### config.mk
export PLATFORM = sky130hd
export DESIGN_NAME = icd_cmd_cascade
export DESIGN_NICKNAME = d
export VERILOG_FILES = /design/src/icd_pkg.sv /design/src/icd_cmd_cascade.sv /design/src/icd_sync.sv
export VERILOG_INCLUDE_DIRS = /design/src
export SDC_FILE = /design/constraint.sdc
export NUM_CORES = 1
export LEC_CHECK = 0
export BUFFER_PORTS_ARGS = -buffer_cell sky130_fd_sc_hd__buf_2
export CORE_UTILIZATION = 50
export CTS_CLUSTER_DIAMETER = 50
export DETAILED_ROUTE_END_ITERATION = 7
export PLACE_DENSITY_LB_ADDON = 0.05
export SLEW_MARGIN = 5
export SYNTH_ARGS = -nofsm -noshare
export SYNTH_HDL_FRONTEND = slang
export SYNTH_SLANG_ARGS = --single-unit
### constraint.sdc
create_clock -name clk -period 2.7 [get_ports clk]
set_clock_uncertainty 0.2 [all_clocks]
set_input_delay 0.135 -clock clk [delete_from_list [all_inputs] [get_ports clk]]
set_output_delay 0.135 -clock clk [all_outputs]
set_load 0.02 [all_outputs]
### src/icd_defines.svh
// Constants for the interrupt command decoder and cascade logic
`ifndef ICD_DEFINES_SVH
`define ICD_DEFINES_SVH
`define ICD_NLEVEL 8
`define ICD_RESP_DEPTH 4
`define ICD_MASK_RESET 8'hFF
`define ICD_CMD_RESET 8'h00
`define ICD_OP_MODE_LOW 3'b100
`define ICD_OP_RESP_SEL 3'b111
`define ICD_NIB_CLR_REQMASK 4'h1
`define ICD_NIB_CLR_MASK 4'h2
`define ICD_NIB_SET_MASK 4'h3
`define ICD_NIB_CLR_REQ 4'h4
`define ICD_NIB_SET_REQ 4'h5
`define ICD_NIB_CLR_HIGH_IS 4'h6
`define ICD_NIB_CLR_IS 4'h7
`define ICD_NIB_MODE_HIGH 4'hA
`define ICD_NIB_SEL_MASK 4'hB
`define ICD_NIB_SEL_AUTO 4'hC
`define ICD_MM_SET 2'b01
`define ICD_MM_CLR 2'b10
`define ICD_MODE_MM 7
`define ICD_SETTLE_NS 60
`define ICD_CLK_NS 20
`define ICD_SETTLE_CYC ((`ICD_SETTLE_NS + `ICD_CLK_NS - 1) / `ICD_CLK_NS)
`endif

### src/icd_pkg.sv
// Types for the interrupt command decoder and cascade logic
package icd_pkg;
    typedef enum logic [1:0] {
        ICD_TGT_NONE = 2'b00,
        ICD_TGT_MASK = 2'b01,
        ICD_TGT_AUTO = 2'b10,
        ICD_TGT_RESP = 2'b11
    } icd_target_t;
    typedef enum logic [3:0] {
        ICD_IDLE = 4'b0001,
        ICD_SETTLE = 4'b0010,
        ICD_WAITEN = 4'b0100,
        ICD_RESP = 4'b1000
    } icd_state_t;
    typedef struct packed {
        logic wrCtl;
        logic wrData;
        logic [7:0] data;
    } icd_write_t;
    typedef struct packed {
        logic holdOffOe;
        logic respActiveOe;
        logic groupIrqOe;
    } icd_od_t;
endpackage

### src/icd_cmd_cascade.sv
// Command decoder, response memory and cascade acknowledge logic
`timescale 1ns/1ps
`include "icd_defines.svh"

// Summary of operation
// - Command 100xxxxx copies its low five bits into mode bits 0-4.
// - Command 1010 loads command bits 3,2 into mode bits 6,5.
// - Its low two bits: 00 keep, 01 set, 10 clear master mask.
// - Command 1011 makes later data writes load the mask register.
// - Command 1100 makes later data writes load the auto-clear register.
// - Command 111 selects a response level and stores its byte count.
// - Byte count sets acknowledge readout length, not writes accepted.
// - Response bytes come out in the order they were written.
// - Low three command bits index bits 0 to 7 in binary.
// - Nibble 0001 clears request and mask, all or indexed bit.
// - Nibbles 0010/0011 clear/set mask bits, all or indexed.
// - Nibbles 0100/0101 clear/set request bits, all or indexed.
// - 0110 clears top in-service bit; 01110 all; 01111 indexed.
// - Acknowledge fall drives chain out low and holds off low.
// - After settling, wait while chain enable input is low.
// - Enabled with pending request: respond, release hold, send byte.
// - Enabled without pending request: raise chain enable out.
// - Shared response-active low releases every hold-off output.
// - While response-active is low only its driver answers acknowledges.
// - Selected device holds response-active until all bytes sent.
// - Group irq, hold-off and response-active are open-drain.
// - Zero command sets mask, clears request, service, auto, mode.
// - Each further acknowledge outputs the next stored byte.
// - First byte clears the request bit and sets in-service bit.
module icd_cmd_cascade (
    // Clock and reset
    input wire logic clk,
    input wire logic rst_b,
    // Host write port, strobes active low, from pins
    input wire logic ctlWr_n,
    input wire logic dataWr_n,
    input wire logic [7:0] hostData,
    // Latched request events, same clock domain
    input wire logic [7:0] reqSet,
    // Cascade pins
    input wire logic ack_strobe_n,
    input wire logic chain_en_in,
    input wire logic resp_active_n_in,
    output logic chain_en_out,
    output icd_pkg::icd_od_t odOe,
    // Response data bus
    output logic [7:0] respData,
    output logic respDataOe,
    // Visible state
    output logic [7:0] modeOut,
    output logic [7:0] maskOut,
    output logic [7:0] reqOut,
    output logic [7:0] inServiceOut,
    output logic [7:0] autoClearOut
);
    import icd_pkg::*;

    function automatic logic [7:0] bitSel(input logic all, input logic [2:0] idx);
        bitSel = all ? 8'hFF : (8'h01 << idx);
    endfunction

    function automatic logic [2:0] topIdx(input logic [7:0] v);
        topIdx = 3'd0;
        for (int i = 7; i >= 0; i--)
            if (v[i])
                topIdx = i[2:0];
    endfunction

    logic ctlLvl, ctlFall, dataLvl, dataFall, ackLvl, ackFall, ackRise;
    logic enLvl, raLvl;
    logic [7:0] wrData_q, wrData_d;
    logic [7:0] hostMeta_q, hostSync_q;
    icd_write_t wr;

    icd_sync uCtl (.clk(clk), .rst_b(rst_b), .pinIn(ctlWr_n),
        .resetLevel(1'b1), .level(ctlLvl), .rise(), .fall(ctlFall));
    icd_sync uDat (.clk(clk), .rst_b(rst_b), .pinIn(dataWr_n),
        .resetLevel(1'b1), .level(dataLvl), .rise(), .fall(dataFall));
    icd_sync uAck (.clk(clk), .rst_b(rst_b), .pinIn(ack_strobe_n),
        .resetLevel(1'b1), .level(ackLvl), .rise(ackRise), .fall(ackFall));
    icd_sync uEn (.clk(clk), .rst_b(rst_b), .pinIn(chain_en_in),
        .resetLevel(1'b1), .level(enLvl), .rise(), .fall());
    icd_sync uRa (.clk(clk), .rst_b(rst_b), .pinIn(resp_active_n_in),
        .resetLevel(1'b1), .level(raLvl), .rise(), .fall());

    // Data takes two flops like the strobes, so both stay in step
    always_comb
    begin
        wrData_d = (!ctlLvl || !dataLvl) ? hostSync_q : wrData_q;
    end

    // Act once on the strobe's rising edge, i.e. a completed write
    logic ctlPrev_q, datPrev_q;
    always_ff @(posedge clk or negedge rst_b)
    begin
        if (!rst_b)
        begin
            wrData_q <= 8'h00;
            hostMeta_q <= 8'h00;
            hostSync_q <= 8'h00;
            ctlPrev_q <= 1'b1;
            datPrev_q <= 1'b1;
        end
        else
        begin
            wrData_q <= wrData_d;
            hostMeta_q <= hostData;
            hostSync_q <= hostMeta_q;
            ctlPrev_q <= ctlLvl;
            datPrev_q <= dataLvl;
        end
    end
    assign wr.wrCtl = ctlLvl & ~ctlPrev_q;
    assign wr.wrData = dataLvl & ~datPrev_q;
    assign wr.data = wrData_q;

    logic [7:0] mode_q, mode_d, mask_q, mask_d, req_q, req_d;
    logic [7:0] isr_q, isr_d, acr_q, acr_d;
    icd_target_t tgt_q, tgt_d;
    logic [2:0] lvl_q, lvl_d;
    logic [1:0] cnt_q [`ICD_NLEVEL];
    logic [1:0] cnt_d [`ICD_NLEVEL];
    logic [7:0] mem_q [`ICD_NLEVEL][`ICD_RESP_DEPTH];
    logic [1:0] wPtr_q [`ICD_NLEVEL];
    logic [1:0] wPtr_d [`ICD_NLEVEL];
    icd_state_t st_q, st_d;
    logic [2:0] sel_q, sel_d;
    logic [1:0] rPtr_q, rPtr_d;
    logic [2:0] settle_q, settle_d;
    logic holdOe_q, holdOe_d, raOe_q, raOe_d, eo_q, eo_d;
    logic [7:0] rdata_q, rdata_d;
    logic rdOe_q, rdOe_d;
    logic [7:0] pend;
    logic [7:0] cmd;
    logic all;

    assign pend = req_q & ~mask_q;
    assign cmd = wr.data;
    assign all = ~cmd[3];

    always_comb
    begin
        mode_d = mode_q;
        mask_d = mask_q;
        req_d = req_q | reqSet;
        isr_d = isr_q;
        acr_d = acr_q;
        tgt_d = tgt_q;
        lvl_d = lvl_q;
        for (int i = 0; i < `ICD_NLEVEL; i++)
        begin
            cnt_d[i] = cnt_q[i];
            wPtr_d[i] = wPtr_q[i];
        end
        if (wr.wrCtl)
        begin
            tgt_d = ICD_TGT_NONE;
            if (cmd == `ICD_CMD_RESET)
            begin
                mask_d = `ICD_MASK_RESET;
                req_d = reqSet;
                isr_d = 8'h00;
                acr_d = 8'h00;
                mode_d = 8'h00;
            end
            else if (cmd[7:5] == `ICD_OP_MODE_LOW)
                mode_d[4:0] = cmd[4:0];
            else if (cmd[7:5] == `ICD_OP_RESP_SEL)
            begin
                lvl_d = cmd[2:0];
                cnt_d[cmd[2:0]] = cmd[4:3];
                wPtr_d[cmd[2:0]] = 2'd0;
                tgt_d = ICD_TGT_RESP;
            end
            else
            begin
                unique case (cmd[7:4])
                    `ICD_NIB_CLR_REQMASK:
                    begin
                        req_d = (req_q & ~bitSel(all, cmd[2:0])) | reqSet;
                        mask_d = mask_q & ~bitSel(all, cmd[2:0]);
                    end
                    `ICD_NIB_CLR_MASK: mask_d = mask_q & ~bitSel(all, cmd[2:0]);
                    `ICD_NIB_SET_MASK: mask_d = mask_q | bitSel(all, cmd[2:0]);
                    `ICD_NIB_CLR_REQ: req_d = (req_q & ~bitSel(all, cmd[2:0])) | reqSet;
                    `ICD_NIB_SET_REQ: req_d = req_d | bitSel(all, cmd[2:0]);
                    `ICD_NIB_CLR_HIGH_IS:
                        if (|isr_q)
                            isr_d[topIdx(isr_q)] = 1'b0;
                    `ICD_NIB_CLR_IS: isr_d = isr_q & ~bitSel(all, cmd[2:0]);
                    `ICD_NIB_MODE_HIGH:
                    begin
                        mode_d[6:5] = cmd[3:2];
                        if (cmd[1:0] == `ICD_MM_SET)
                            mode_d[`ICD_MODE_MM] = 1'b1;
                        else if (cmd[1:0] == `ICD_MM_CLR)
                            mode_d[`ICD_MODE_MM] = 1'b0;
                    end
                    `ICD_NIB_SEL_MASK: tgt_d = ICD_TGT_MASK;
                    `ICD_NIB_SEL_AUTO: tgt_d = ICD_TGT_AUTO;
                    default: tgt_d = ICD_TGT_NONE;
                endcase
            end
        end
        else if (wr.wrData)
        begin
            unique case (tgt_q)
                ICD_TGT_MASK: mask_d = cmd;
                ICD_TGT_AUTO: acr_d = cmd;
                ICD_TGT_RESP: wPtr_d[lvl_q] = wPtr_q[lvl_q] + 2'd1;
                ICD_TGT_NONE: mask_d = mask_q;
            endcase
        end
        // Acknowledge takes the selected request into service
        // A new request on the same input in that cycle wins
        if (st_q == ICD_WAITEN && raLvl && enLvl && (|pend))
        begin
            req_d[topIdx(pend)] = reqSet[topIdx(pend)];
            isr_d[topIdx(pend)] = 1'b1;
        end
    end

    // Cascade state machine
    always_comb
    begin
        st_d = st_q;
        sel_d = sel_q;
        rPtr_d = rPtr_q;
        settle_d = settle_q;
        holdOe_d = holdOe_q;
        raOe_d = raOe_q;
        eo_d = eo_q;
        rdata_d = rdata_q;
        rdOe_d = rdOe_q;
        if (!raLvl && !raOe_q)
            holdOe_d = 1'b0;
        unique case (st_q)
            ICD_IDLE:
            begin
                rdOe_d = 1'b0;
                if (ackFall && raLvl)
                begin
                    eo_d = 1'b0;
                    holdOe_d = 1'b1;
                    settle_d = 3'(`ICD_SETTLE_CYC);
                    st_d = ICD_SETTLE;
                end
            end
            ICD_SETTLE:
            begin
                settle_d = settle_q - 3'd1;
                if (settle_q <= 3'd1)
                    st_d = ICD_WAITEN;
            end
            ICD_WAITEN:
            begin
                if (!raLvl)
                begin
                    holdOe_d = 1'b0;
                    st_d = ICD_IDLE;
                end
                else if (enLvl)
                begin
                    if (|pend)
                    begin
                        sel_d = topIdx(pend);
                        raOe_d = 1'b1;
                        holdOe_d = 1'b0;
                        rdata_d = mem_q[topIdx(pend)][0];
                        rdOe_d = 1'b1;
                        rPtr_d = 2'd1;
                        st_d = ICD_RESP;
                    end
                    else
                    begin
                        eo_d = 1'b1;
                        st_d = ICD_IDLE;
                    end
                end
            end
            ICD_RESP:
            begin
                if (ackRise)
                begin
                    rdOe_d = 1'b0;
                    // Pointer wraps after a four-byte answer: test equality
                    if (rPtr_q == 2'(cnt_q[sel_q] + 2'd1))
                    begin
                        raOe_d = 1'b0;
                        eo_d = 1'b1;
                        st_d = ICD_IDLE;
                    end
                end
                else if (ackFall)
                begin
                    rdata_d = mem_q[sel_q][rPtr_q];
                    rdOe_d = 1'b1;
                    rPtr_d = rPtr_q + 2'd1;
                end
            end
        endcase
    end

    always_ff @(posedge clk or negedge rst_b)
    begin
        if (!rst_b)
        begin
            mode_q <= 8'h00;
            mask_q <= `ICD_MASK_RESET;
            req_q <= 8'h00;
            isr_q <= 8'h00;
            acr_q <= 8'h00;
            tgt_q <= ICD_TGT_NONE;
            lvl_q <= 3'd0;
            for (int i = 0; i < `ICD_NLEVEL; i++)
            begin
                cnt_q[i] <= 2'd0;
                wPtr_q[i] <= 2'd0;
            end
            st_q <= ICD_IDLE;
            sel_q <= 3'd0;
            rPtr_q <= 2'd0;
            settle_q <= 3'd0;
            holdOe_q <= 1'b0;
            raOe_q <= 1'b0;
            eo_q <= 1'b1;
            rdata_q <= 8'h00;
            rdOe_q <= 1'b0;
        end
        else
        begin
            mode_q <= mode_d;
            mask_q <= mask_d;
            req_q <= req_d;
            isr_q <= isr_d;
            acr_q <= acr_d;
            tgt_q <= tgt_d;
            lvl_q <= lvl_d;
            cnt_q <= cnt_d;
            wPtr_q <= wPtr_d;
            st_q <= st_d;
            sel_q <= sel_d;
            rPtr_q <= rPtr_d;
            settle_q <= settle_d;
            holdOe_q <= holdOe_d;
            raOe_q <= raOe_d;
            eo_q <= eo_d;
            rdata_q <= rdata_d;
            rdOe_q <= rdOe_d;
        end
    end

    // Response memory has no reset: contents survive the reset command
    always_ff @(posedge clk)
    begin
        if (wr.wrData && tgt_q == ICD_TGT_RESP)
            mem_q[lvl_q][wPtr_q[lvl_q]] <= cmd;
    end

    logic gIrq_q;
    always_ff @(posedge clk or negedge rst_b)
    begin
        if (!rst_b)
            gIrq_q <= 1'b0;
        else
            gIrq_q <= (|pend) & ~mode_q[`ICD_MODE_MM];
    end

    assign chain_en_out = eo_q;
    assign odOe.holdOffOe = holdOe_q;
    assign odOe.respActiveOe = raOe_q;
    assign odOe.groupIrqOe = gIrq_q;
    assign respData = rdata_q;
    assign respDataOe = rdOe_q;
    assign modeOut = mode_q;
    assign maskOut = mask_q;
    assign reqOut = req_q;
    assign inServiceOut = isr_q;
    assign autoClearOut = acr_q;
endmodule // icd_cmd_cascade

### src/icd_sync.sv
// Two-flop synchroniser with edge pulses for pin inputs
`timescale 1ns/1ps
module icd_sync (
    // Clock and reset
    input wire logic clk,
    input wire logic rst_b,
    // Asynchronous level and its synchronised forms
    input wire logic pinIn,
    input wire logic resetLevel,
    output logic level,
    output logic rise,
    output logic fall
);
    logic meta_q;
    logic meta_d;
    logic sync_q;
    logic sync_d;
    logic prev_q;
    logic prev_d;

    always_comb
    begin
        meta_d = pinIn;
        sync_d = meta_q;
        prev_d = sync_q;
    end

    always_ff @(posedge clk or negedge rst_b)
    begin
        if (!rst_b)
        begin
            meta_q <= 1'b0;
            sync_q <= 1'b0;
            prev_q <= 1'b0;
        end
        else
        begin
            meta_q <= meta_d ^ resetLevel;
            sync_q <= sync_d;
            prev_q <= prev_d;
        end
    end

    // Inversion keeps reset constant while resetting to a chosen level
    assign level = sync_q ^ resetLevel;
    assign rise = (sync_q ^ resetLevel) & ~(prev_q ^ resetLevel);
    assign fall = ~(sync_q ^ resetLevel) & (prev_q ^ resetLevel);
endmodule // icd_sync

## Yosys cells after proc, flatten, opt, wreduce, memory -nomap -nowiden

Memories as Yosys holds them, arrays and structs flattened.
Index checks and enable logic that the tools add are counted.

- Output and inout port bits: 53
- Bits in writable memories: 256
- Memories kept: 1
- Flip-flop bits (word level): 139
- Bits of input ports: 23
- Logic and storage cells: 335

Memory list:

| name | depth | width | read ports | clocked after Yosys merged registers in | wr ports | line | text |
|---|---|---|---|---|---|---|---|
| mem_q | 8 | 32 | 2 | 0 | 1 | icd_cmd_cascade.sv:123 | `` logic [7:0] mem_q [`ICD_NLEVEL][`ICD_RESP_DEPTH]; `` |

- Bitwise logic cells: 41
- Shift-type cells: 1
- Reductions and logical operators: 42
- Order comparisons: 13
- $add $sub $neg: 4
- Equality and inequality tests: 43
- Muxes and demuxes: 139

Operator list:

| operator | count |
|---|---|
| $mux W8 | 31 |
| $mux W16 | 6 |
| $mux W3 | 31 |
| $pmux W8 S2 | 4 |
| $and A8 B8 Y8 | 5 |
| $or A8 B8 Y8 | 5 |
| $bwmux W16 | 2 |
| $mux W32 | 1 |
| $mux W2 | 14 |
| $mux W4 | 7 |
| $ne A2 B2 Y1 const B | 13 |
| $reduce_and A5 Y1 | 5 |
| $mux W1 | 24 |
| $not A8 Y8 | 3 |
| $eq A4 B3 Y1 const B | 5 |
| $and A16 B16 Y16 | 1 |
| $bmux W8 S2 | 1 |
| $demux W8 S2 | 1 |
| $eq A4 B4 Y1 const B | 4 |
| $not A1 Y1 | 16 |
| $not A16 Y16 | 1 |
| $pmux W4 S4 | 1 |
| $reduce_bool A2 Y1 | 8 |
| $reduce_or A8 Y1 | 2 |
| other kinds (44) | 92 |

## Depth between registers and ports, before layout

- Word-level depth: 28
- Gate-level depth with buffers: 10
- Gate-level depth less buffers: 10

## By module

Synthesis repeated with hierarchy kept, for this count alone.

- Cell total of the unflattened synthesis: 1218
- Area, all modules: 17534.3 um^2

Modules (own cells, without submodules):

| module | sequential area each (um^2) | area each (um^2) | cells each | times used |
|---|---|---|---|---|
| icd_cmd_cascade | 10905.5 | 16877.4 | 1168 | 1 |
| icd_sync | 75.1 | 131.4 | 10 | 5 |

## Worst setup path before layout

OpenSTA, ideal clock, no wires.

- Kind: reg2reg
- Start point: reg lvl_q[1]
- End point: mem mem_q[6][24] (netlist bit) (enable)
- Arrival time: 2040 ps
- Data required time: 2130 ps
- Buffers on the path: 1
- Period minus slack after synthesis: 2610 ps
- Stages on the path, launching flop included: 9
- Setup slack: 90 ps
- Cells stage by stage: dfrtp_1 -> clkbuf_1 -> nand3b_1 -> o21ai_0 -> a211oi_1 -> nor2b_1 -> ha_1 -> nand2_1 -> nor2_1

- Word-level cells in the longest chain between the ends: 10
- Elaborated cells on any way between the ends: 11

Ends and longest elaborated chain:

| what | line | text |
|---|---|---|
| start: declaration | icd_cmd_cascade.sv:120 | `logic [2:0] lvl_q, lvl_d;` |
| start signal: assignment | icd_cmd_cascade.sv:338 | `lvl_q <= lvl_d;` |
| $not A3 Y4 (not written as such) | icd_cmd_cascade.sv:357 | `mem_q[lvl_q][wPtr_q[lvl_q]] <= cmd;` |
| $bmux W2 S3 | icd_cmd_cascade.sv:357 |  |
| $mux W2 (not written as such) (2 in series) | icd_cmd_cascade.sv:357 |  |
| $not A2 Y3 (not written as such) | icd_cmd_cascade.sv:357 |  |
| $ge A3 B3 Y1 (not written as such) or $lt A3 B1 Y1 (tied branches) | icd_cmd_cascade.sv:357 |  |
| $logic_and A1 B1 Y1 (not written as such) | icd_cmd_cascade.sv:357 |  |
| $mux W8 (not written as such) | icd_cmd_cascade.sv:357 |  |
| $demux W8 S2 | icd_cmd_cascade.sv:357 |  |
| $mux W32 (not written as such) | icd_cmd_cascade.sv:357 |  |
| end: declaration | icd_cmd_cascade.sv:123 |  |

Several ways; a longest one is shown, not always the timed one. The select of a mux whose other input is x is not followed.

## Worst setup path in the final report

- Start point: reg st_q[2]
- End point: reg rdata_q[0], in the netlist respData[0]

- Word-level cells in the longest chain between the ends: 3
- Elaborated cells on any way between the ends: 10

Ends and longest elaborated chain:

| what | line | text |
|---|---|---|
| start: declaration | icd_cmd_cascade.sv:126 | `icd_state_t st_q, st_d;` |
| start signal: assignment | icd_cmd_cascade.sv:341 | `st_q <= st_d;` |
| $eq A4 B3 Y1 or $eq A4 B4 Y1 (tied branches) | icd_cmd_cascade.sv:237 | `unique case (st_q)` |
| $ne A2 B2 Y1 (no line) (tied with other cells) | -- |  |
| $reduce_and A6 Y1 (no line) | -- |  |
| end signal: assignment | icd_cmd_cascade.sv:348 | `rdata_q <= rdata_d;` |
| end: declaration | icd_cmd_cascade.sv:131 | `logic [7:0] rdata_q, rdata_d;` |

Several ways; a longest one is shown, not always the timed one.
A chain may end at the register's enable or synchronous reset.

==> results.md <==
Pwr:
- The register share of total power is 38.4%.
- The cell-internal power is 13.2 mW.
- Net switching is 32.1% of the power.
- The peak ir drop on the vdd network is 0.000606 V.
- Per report_power, the clock group accounts for 31.1% of the total.
- The fraction of power consumed by combinational cells is 30.5%.
- The analysis attributes to cell leakage a power of 7.69 nW.
- For this design the total switching power over the nets is 6.22 mW.
- In this run the power density over the cells is 935 nW/um2.

Global routing:
- The number of global-route vias before repair is 11400.
- Entering global routing, the biggest net connects 69 pins.
- The global-route total usage across every layer is 27.4%.
- The initial antenna violation count is 0.
- The first global-routing pass estimated 71400 um of wire.
- The total overflow left after global routing is 0.

Timing:
- The final worst-path cycle share is 96.4%.
- Final hold analysis gives a worst-case slack of 19.5 ps.
- The number of endpoints with negative hold slack in the final report came to 0.
- The worst path in the final design needs a cycle of 2600 ps, including I/O delays and setup.
- Setup repair after global routing could not meet its margin everywhere.
- Setup violations remaining at the end of the flow were counted as 0.
- The max-slew violation total from the final report is 0.
- The post-route worst setup slack is 97.2 ps.
- The slew at the pin closest to its max-slew limit is 709 ps.
- Headroom to the max-slew limit came out at 52.6%.
- The timing-limited maximum frequency is 0.384 GHz.

Yosys:
- The number of nets produced by synthesis is 1215.
- Summed over its instances, the top area cell type makes up 44.8% of the synthesized netlist area.
- The count of distinct cell types in the synthesized netlist is 67.
- The count of yosys warnings during synthesis is 0.
- Sorting the synthesized cells by area gives the leading types as sky130_fd_sc_hd__edfxtp_1, sky130_fd_sc_hd__dfrtp_1, sky130_fd_sc_hd__mux4_2, sky130_fd_sc_hd__o21ai_0, sky130_fd_sc_hd__nand2_1.
- The flip-flop and latch count after synthesis is 395.
- The largest total area in the synthesized netlist belongs to sky130_fd_sc_hd__edfxtp_1.
- The post-synthesis average cell area is 14.5 um2.
- The number of cells produced by synthesis is 1184.
- The number of flops mapped to enable cells by yosys is 256.
- After synthesis, the share of flip-flops with an asynchronous set or reset is 35.2%.
- The sequential element share of the synthesized area is 65.2%.
- The prevailing post-synth register cell is sky130_fd_sc_hd__edfxtp_1.
- The total standard cell area after synthesis is 17100 um2.

Route:
- The first detailed-routing pass took 5 iterations.
- The via count normalized by instance count is 5.95.
- For this run, design rule violations remaining after detail routing come to 0.
- The total wirelength of the detailed-routed design is 46800 um.
- The final antenna-violating net count is 0.
- The iteration-0 DRC count of the detailed router is 1038.
- Summing over every cut layer, the via total after detailed routing is 11100.
- In the final routed layout, each cell accounts on average for 25.0 um.

Critical path:
- On the worst path, the slowest cell contributes a delay of 440 ps.
- The top cell family by delay on the critical path is simple AND/OR/NAND/NOR gates.
- The count of buffering cells on the critical path with inverters included is 2.
- Traced cell by cell, the critical path runs through nand2b_1, or3_1, nor3b_1, nor2_1, buf_4, a211oi_1, buf_4, o211ai_1.
- The type of the worst setup path is reg2reg.
- The critical path launch point type is a register.
- The cell that appears most often on the critical path is sky130_fd_sc_hd__buf_4.
- STA puts the critical path data required time at 2940 ps.
- The endpoint class of the critical path is a register.
- Among all stages on the critical path, the largest delay is contributed by sky130_fd_sc_hd__nor3b_1.
- The arrival time reported for the critical path endpoint is 2840 ps.
- Of all nets on the critical path, the largest fanout is 8.

Clocking:
- Clock tree synthesis selected as its root buffer the cell sky130_fd_sc_hd__clkbuf_16.
- The clock tree from TritonCTS is done.
- Clock-pin slew was measured on the worst setup and hold paths at 60 ps.
- The clock insertion delay at the later pin of the skew report is 560 ps.
- Counting along the longest clock path gives a buffer depth of 3.
- TritonCTS created 45 clock buffers.
- Clock tree synthesis found a total of 395 sinks.
- The CTS H-tree depth is 2.

Placed design:
- At the end of routability-driven placement, the weighted congestion stood at 0.895.
- The wire-length estimate of the detail-placed layout is 32300 um.
- Port buffering added 75 buffers.
- Timing analysis after detailed placement gives a worst setup slack of -140 ps.

Hold path:
- In this run the worst hold path is classified as in2reg.

Cells and area:
- The growth of design area from synthesis to finish is 20.9%.
- The count of antenna diodes in the layout is 0.
- The filler cell count is 2605.
- The layout cell share with drive strength beyond 1 is 30.7%.
- After the last flow step, the layout net total stands at 1419.
- The register area is 11200 um2.
- Summing all multi-input logic gate instances after layout gives 5690 um2.

Outcome:
- The run finished with clean final reports.

Floorplanning:
- The die extent in x is 187 um.
- The number of rows in the core area is 67.
- After floorplanning, the core was sized to cover 33600 um2.
- The die covers 35000 um2.
- The vertical extent of the die is 187 um.
- The boundary pin count is 76.
- The initial utilization of the core area, before any placement, comes to 51.0%.

Job:
- Across the run, the number of max-cap violations was 0.
registers in the layout (all words and copies together), names as in the netlist, 2 cells and up:
register,count
autoClearOut,8
cmd,8
cnt_q,16
hostMeta_q,8
hostSync_q,8
inServiceOut,8
lvl_q,3
maskOut,8
mem_q,256
modeOut,8
rPtr_q,2
reqOut,8
respData,8
sel_q,3
settle_q,3
st_q,4
tgt_q,2
wPtr_q,16
logic make-up after synthesis:
kind of cell	count (synthesis)	synth area share, %
adders and majority gates	8	0.584
buffers and inverters	93	2.43
xor gates and xnor gates	4	0.204
and+or+nand+nor	287	8.17
DFF	395	65.2
AOI/OAI and AO/OA	265	9.73
muxes	132	13.7
final timing paths:
path | start | end | slack, ps | depth (start not counted)
min in group asynchronous | rst_b | settle_q[1] | 460 | 3
max reg2reg | st_q[2] | respData[0] | 100 | 8
max | st_q[2] | respData[0] | 100 | 8
min | hostData[6] | hostMeta_q[6] | 20 | 2
min reg2reg | uDat.meta_q | uDat.prev_d | 140 | 0
max in group asynchronous | rst_b | lvl_q[2] | 1030 | 4
layout make-up:
cell class,count,share of cell area [%]
multi-input cells,696,27.5
clock inverters,27,1.33
flip-flops and latches,395,54.0
repair buffers,221,8.23
clock buffers,54,5.75
well taps,448,2.70
inverters,29,0.525
power groups by stage:
stage	Combinational [mW]	Sequential, mW	Clock [mW]
floorplan	3.52	7.66	0
finish	5.91	7.45	6.02
global placement	5.72	7.55	0
CTS	5.82	7.44	6.11
global route	6.31	7.50	6.35
detailed placement	5.76	7.55	0
placed cells by master, fill, tap and decap left out, types with 6 or more instances in the layout:
cell type,n
sky130_fd_sc_hd__nor2_2,10
sky130_fd_sc_hd__a21oi_1,60
sky130_fd_sc_hd__dfrtp_1,121
sky130_fd_sc_hd__buf_4,104
sky130_fd_sc_hd__buf_12,10
sky130_fd_sc_hd__mux2_2,28
sky130_fd_sc_hd__a22oi_1,8
sky130_fd_sc_hd__ha_1,7
sky130_fd_sc_hd__buf_2,74
sky130_fd_sc_hd__a21o_1,6
sky130_fd_sc_hd__a211oi_1,19
sky130_fd_sc_hd__nand2b_1,13
sky130_fd_sc_hd__a22o_1,10
sky130_fd_sc_hd__a221oi_1,14
sky130_fd_sc_hd__dlygate4sd3_1,27
sky130_fd_sc_hd__edfxtp_1,256
sky130_fd_sc_hd__nor2b_1,13
sky130_fd_sc_hd__nand2_1,92
sky130_fd_sc_hd__o22ai_1,8
sky130_fd_sc_hd__o21ai_0,90
sky130_fd_sc_hd__dfstp_2,12
sky130_fd_sc_hd__nor2_1,71
sky130_fd_sc_hd__mux2i_1,24
sky130_fd_sc_hd__clkbuf_1,7
sky130_fd_sc_hd__o211ai_1,6
sky130_fd_sc_hd__nor2_4,10
sky130_fd_sc_hd__a31oi_1,6
sky130_fd_sc_hd__inv_1,29
sky130_fd_sc_hd__mux4_2,79
sky130_fd_sc_hd__nand3_1,15
sky130_fd_sc_hd__nor3_1,11
sky130_fd_sc_hd__and3_1,7
sky130_fd_sc_hd__clkbuf_16,46
sky130_fd_sc_hd__clkinv_1,6
per-layer routing:
metal	up-vias	part of all wire [%]	track usage (%)	wire length [um]
li1	4968	-	-	-
met4	0	2.3	8.17	1090
met3	75	5.5	3.83	2580
met1	5702	43	39.1	20300
met2	388	49	44.1	22800
met5	-	0	0	0
synth_stat cells, types with 3 or more instances:
cell and n:
sky130_fd_sc_hd__mux2i_1 25, sky130_fd_sc_hd__a221oi_1 14, sky130_fd_sc_hd__mux2_2 28, sky130_fd_sc_hd__buf_4 8, sky130_fd_sc_hd__edfxtp_1 256, sky130_fd_sc_hd__nand3b_1 5, sky130_fd_sc_hd__a32o_1 3, sky130_fd_sc_hd__and2_1 4
sky130_fd_sc_hd__mux4_2 79, sky130_fd_sc_hd__nor4_2 3, sky130_fd_sc_hd__o211ai_1 6, sky130_fd_sc_hd__a31oi_1 6, sky130_fd_sc_hd__ha_1 8, sky130_fd_sc_hd__inv_1 29, sky130_fd_sc_hd__nand2_1 94, sky130_fd_sc_hd__o21ai_1 5
sky130_fd_sc_hd__and3_1 7, sky130_fd_sc_hd__o21a_1 5, sky130_fd_sc_hd__nor3b_1 4, sky130_fd_sc_hd__a21o_1 6, sky130_fd_sc_hd__o22ai_1 8, sky130_fd_sc_hd__nor3_1 11, sky130_fd_sc_hd__buf_2 18, sky130_fd_sc_hd__o221ai_1 3
sky130_fd_sc_hd__o2bb2ai_1 3, sky130_fd_sc_hd__nor2b_1 14, sky130_fd_sc_hd__nand3_1 15, sky130_fd_sc_hd__a21oi_1 62, sky130_fd_sc_hd__dfrtp_1 127, sky130_fd_sc_hd__dfstp_2 12, sky130_fd_sc_hd__nand4_1 4, sky130_fd_sc_hd__a22o_1 10
sky130_fd_sc_hd__xor2_1 4, sky130_fd_sc_hd__a211oi_1 21, sky130_fd_sc_hd__or2_2 4, sky130_fd_sc_hd__a22oi_1 8, sky130_fd_sc_hd__nor2_1 91, sky130_fd_sc_hd__o21ai_0 90, sky130_fd_sc_hd__clkbuf_1 34, sky130_fd_sc_hd__nand2b_1 13
sky130_fd_sc_hd__or3_1 5
what timing repair did:
item	4_1_cts	5_1_grt
gates resized for setup	8	41
pin swaps	0	1
gates cloned	0	0
hold buffers	27	0
setup endpoints to repair	128	262
buffers inserted	0	3
endpoints found under the hold margin	155	0
metrics by stage:
| stage | power (mW) | util [%] | setup TNS [ps] | cells | instance area, um2 |
|---|---|---|---|---|---|
| 3_3_place_gp | 13.3 | 55.9 | -4000 | 1759 | 18800 |
| 4_1_cts | 19.4 | 61.1 | -6610 | 1867 | 20600 |
| 2_1_floorplan | 11.2 | - | 0 | 1184 | 17100 |
| 5_1_grt | 20.2 | 61.7 | -1840 | 1870 | 20700 |
| 3_5_place_dp | 13.3 | 55.9 | -12010 | 1759 | 18800 |
| 6_report | 19.4 | 61.7 | 0 | 1870 | 20700 |
Note: power is estimated with default switching activity, not from simulation.
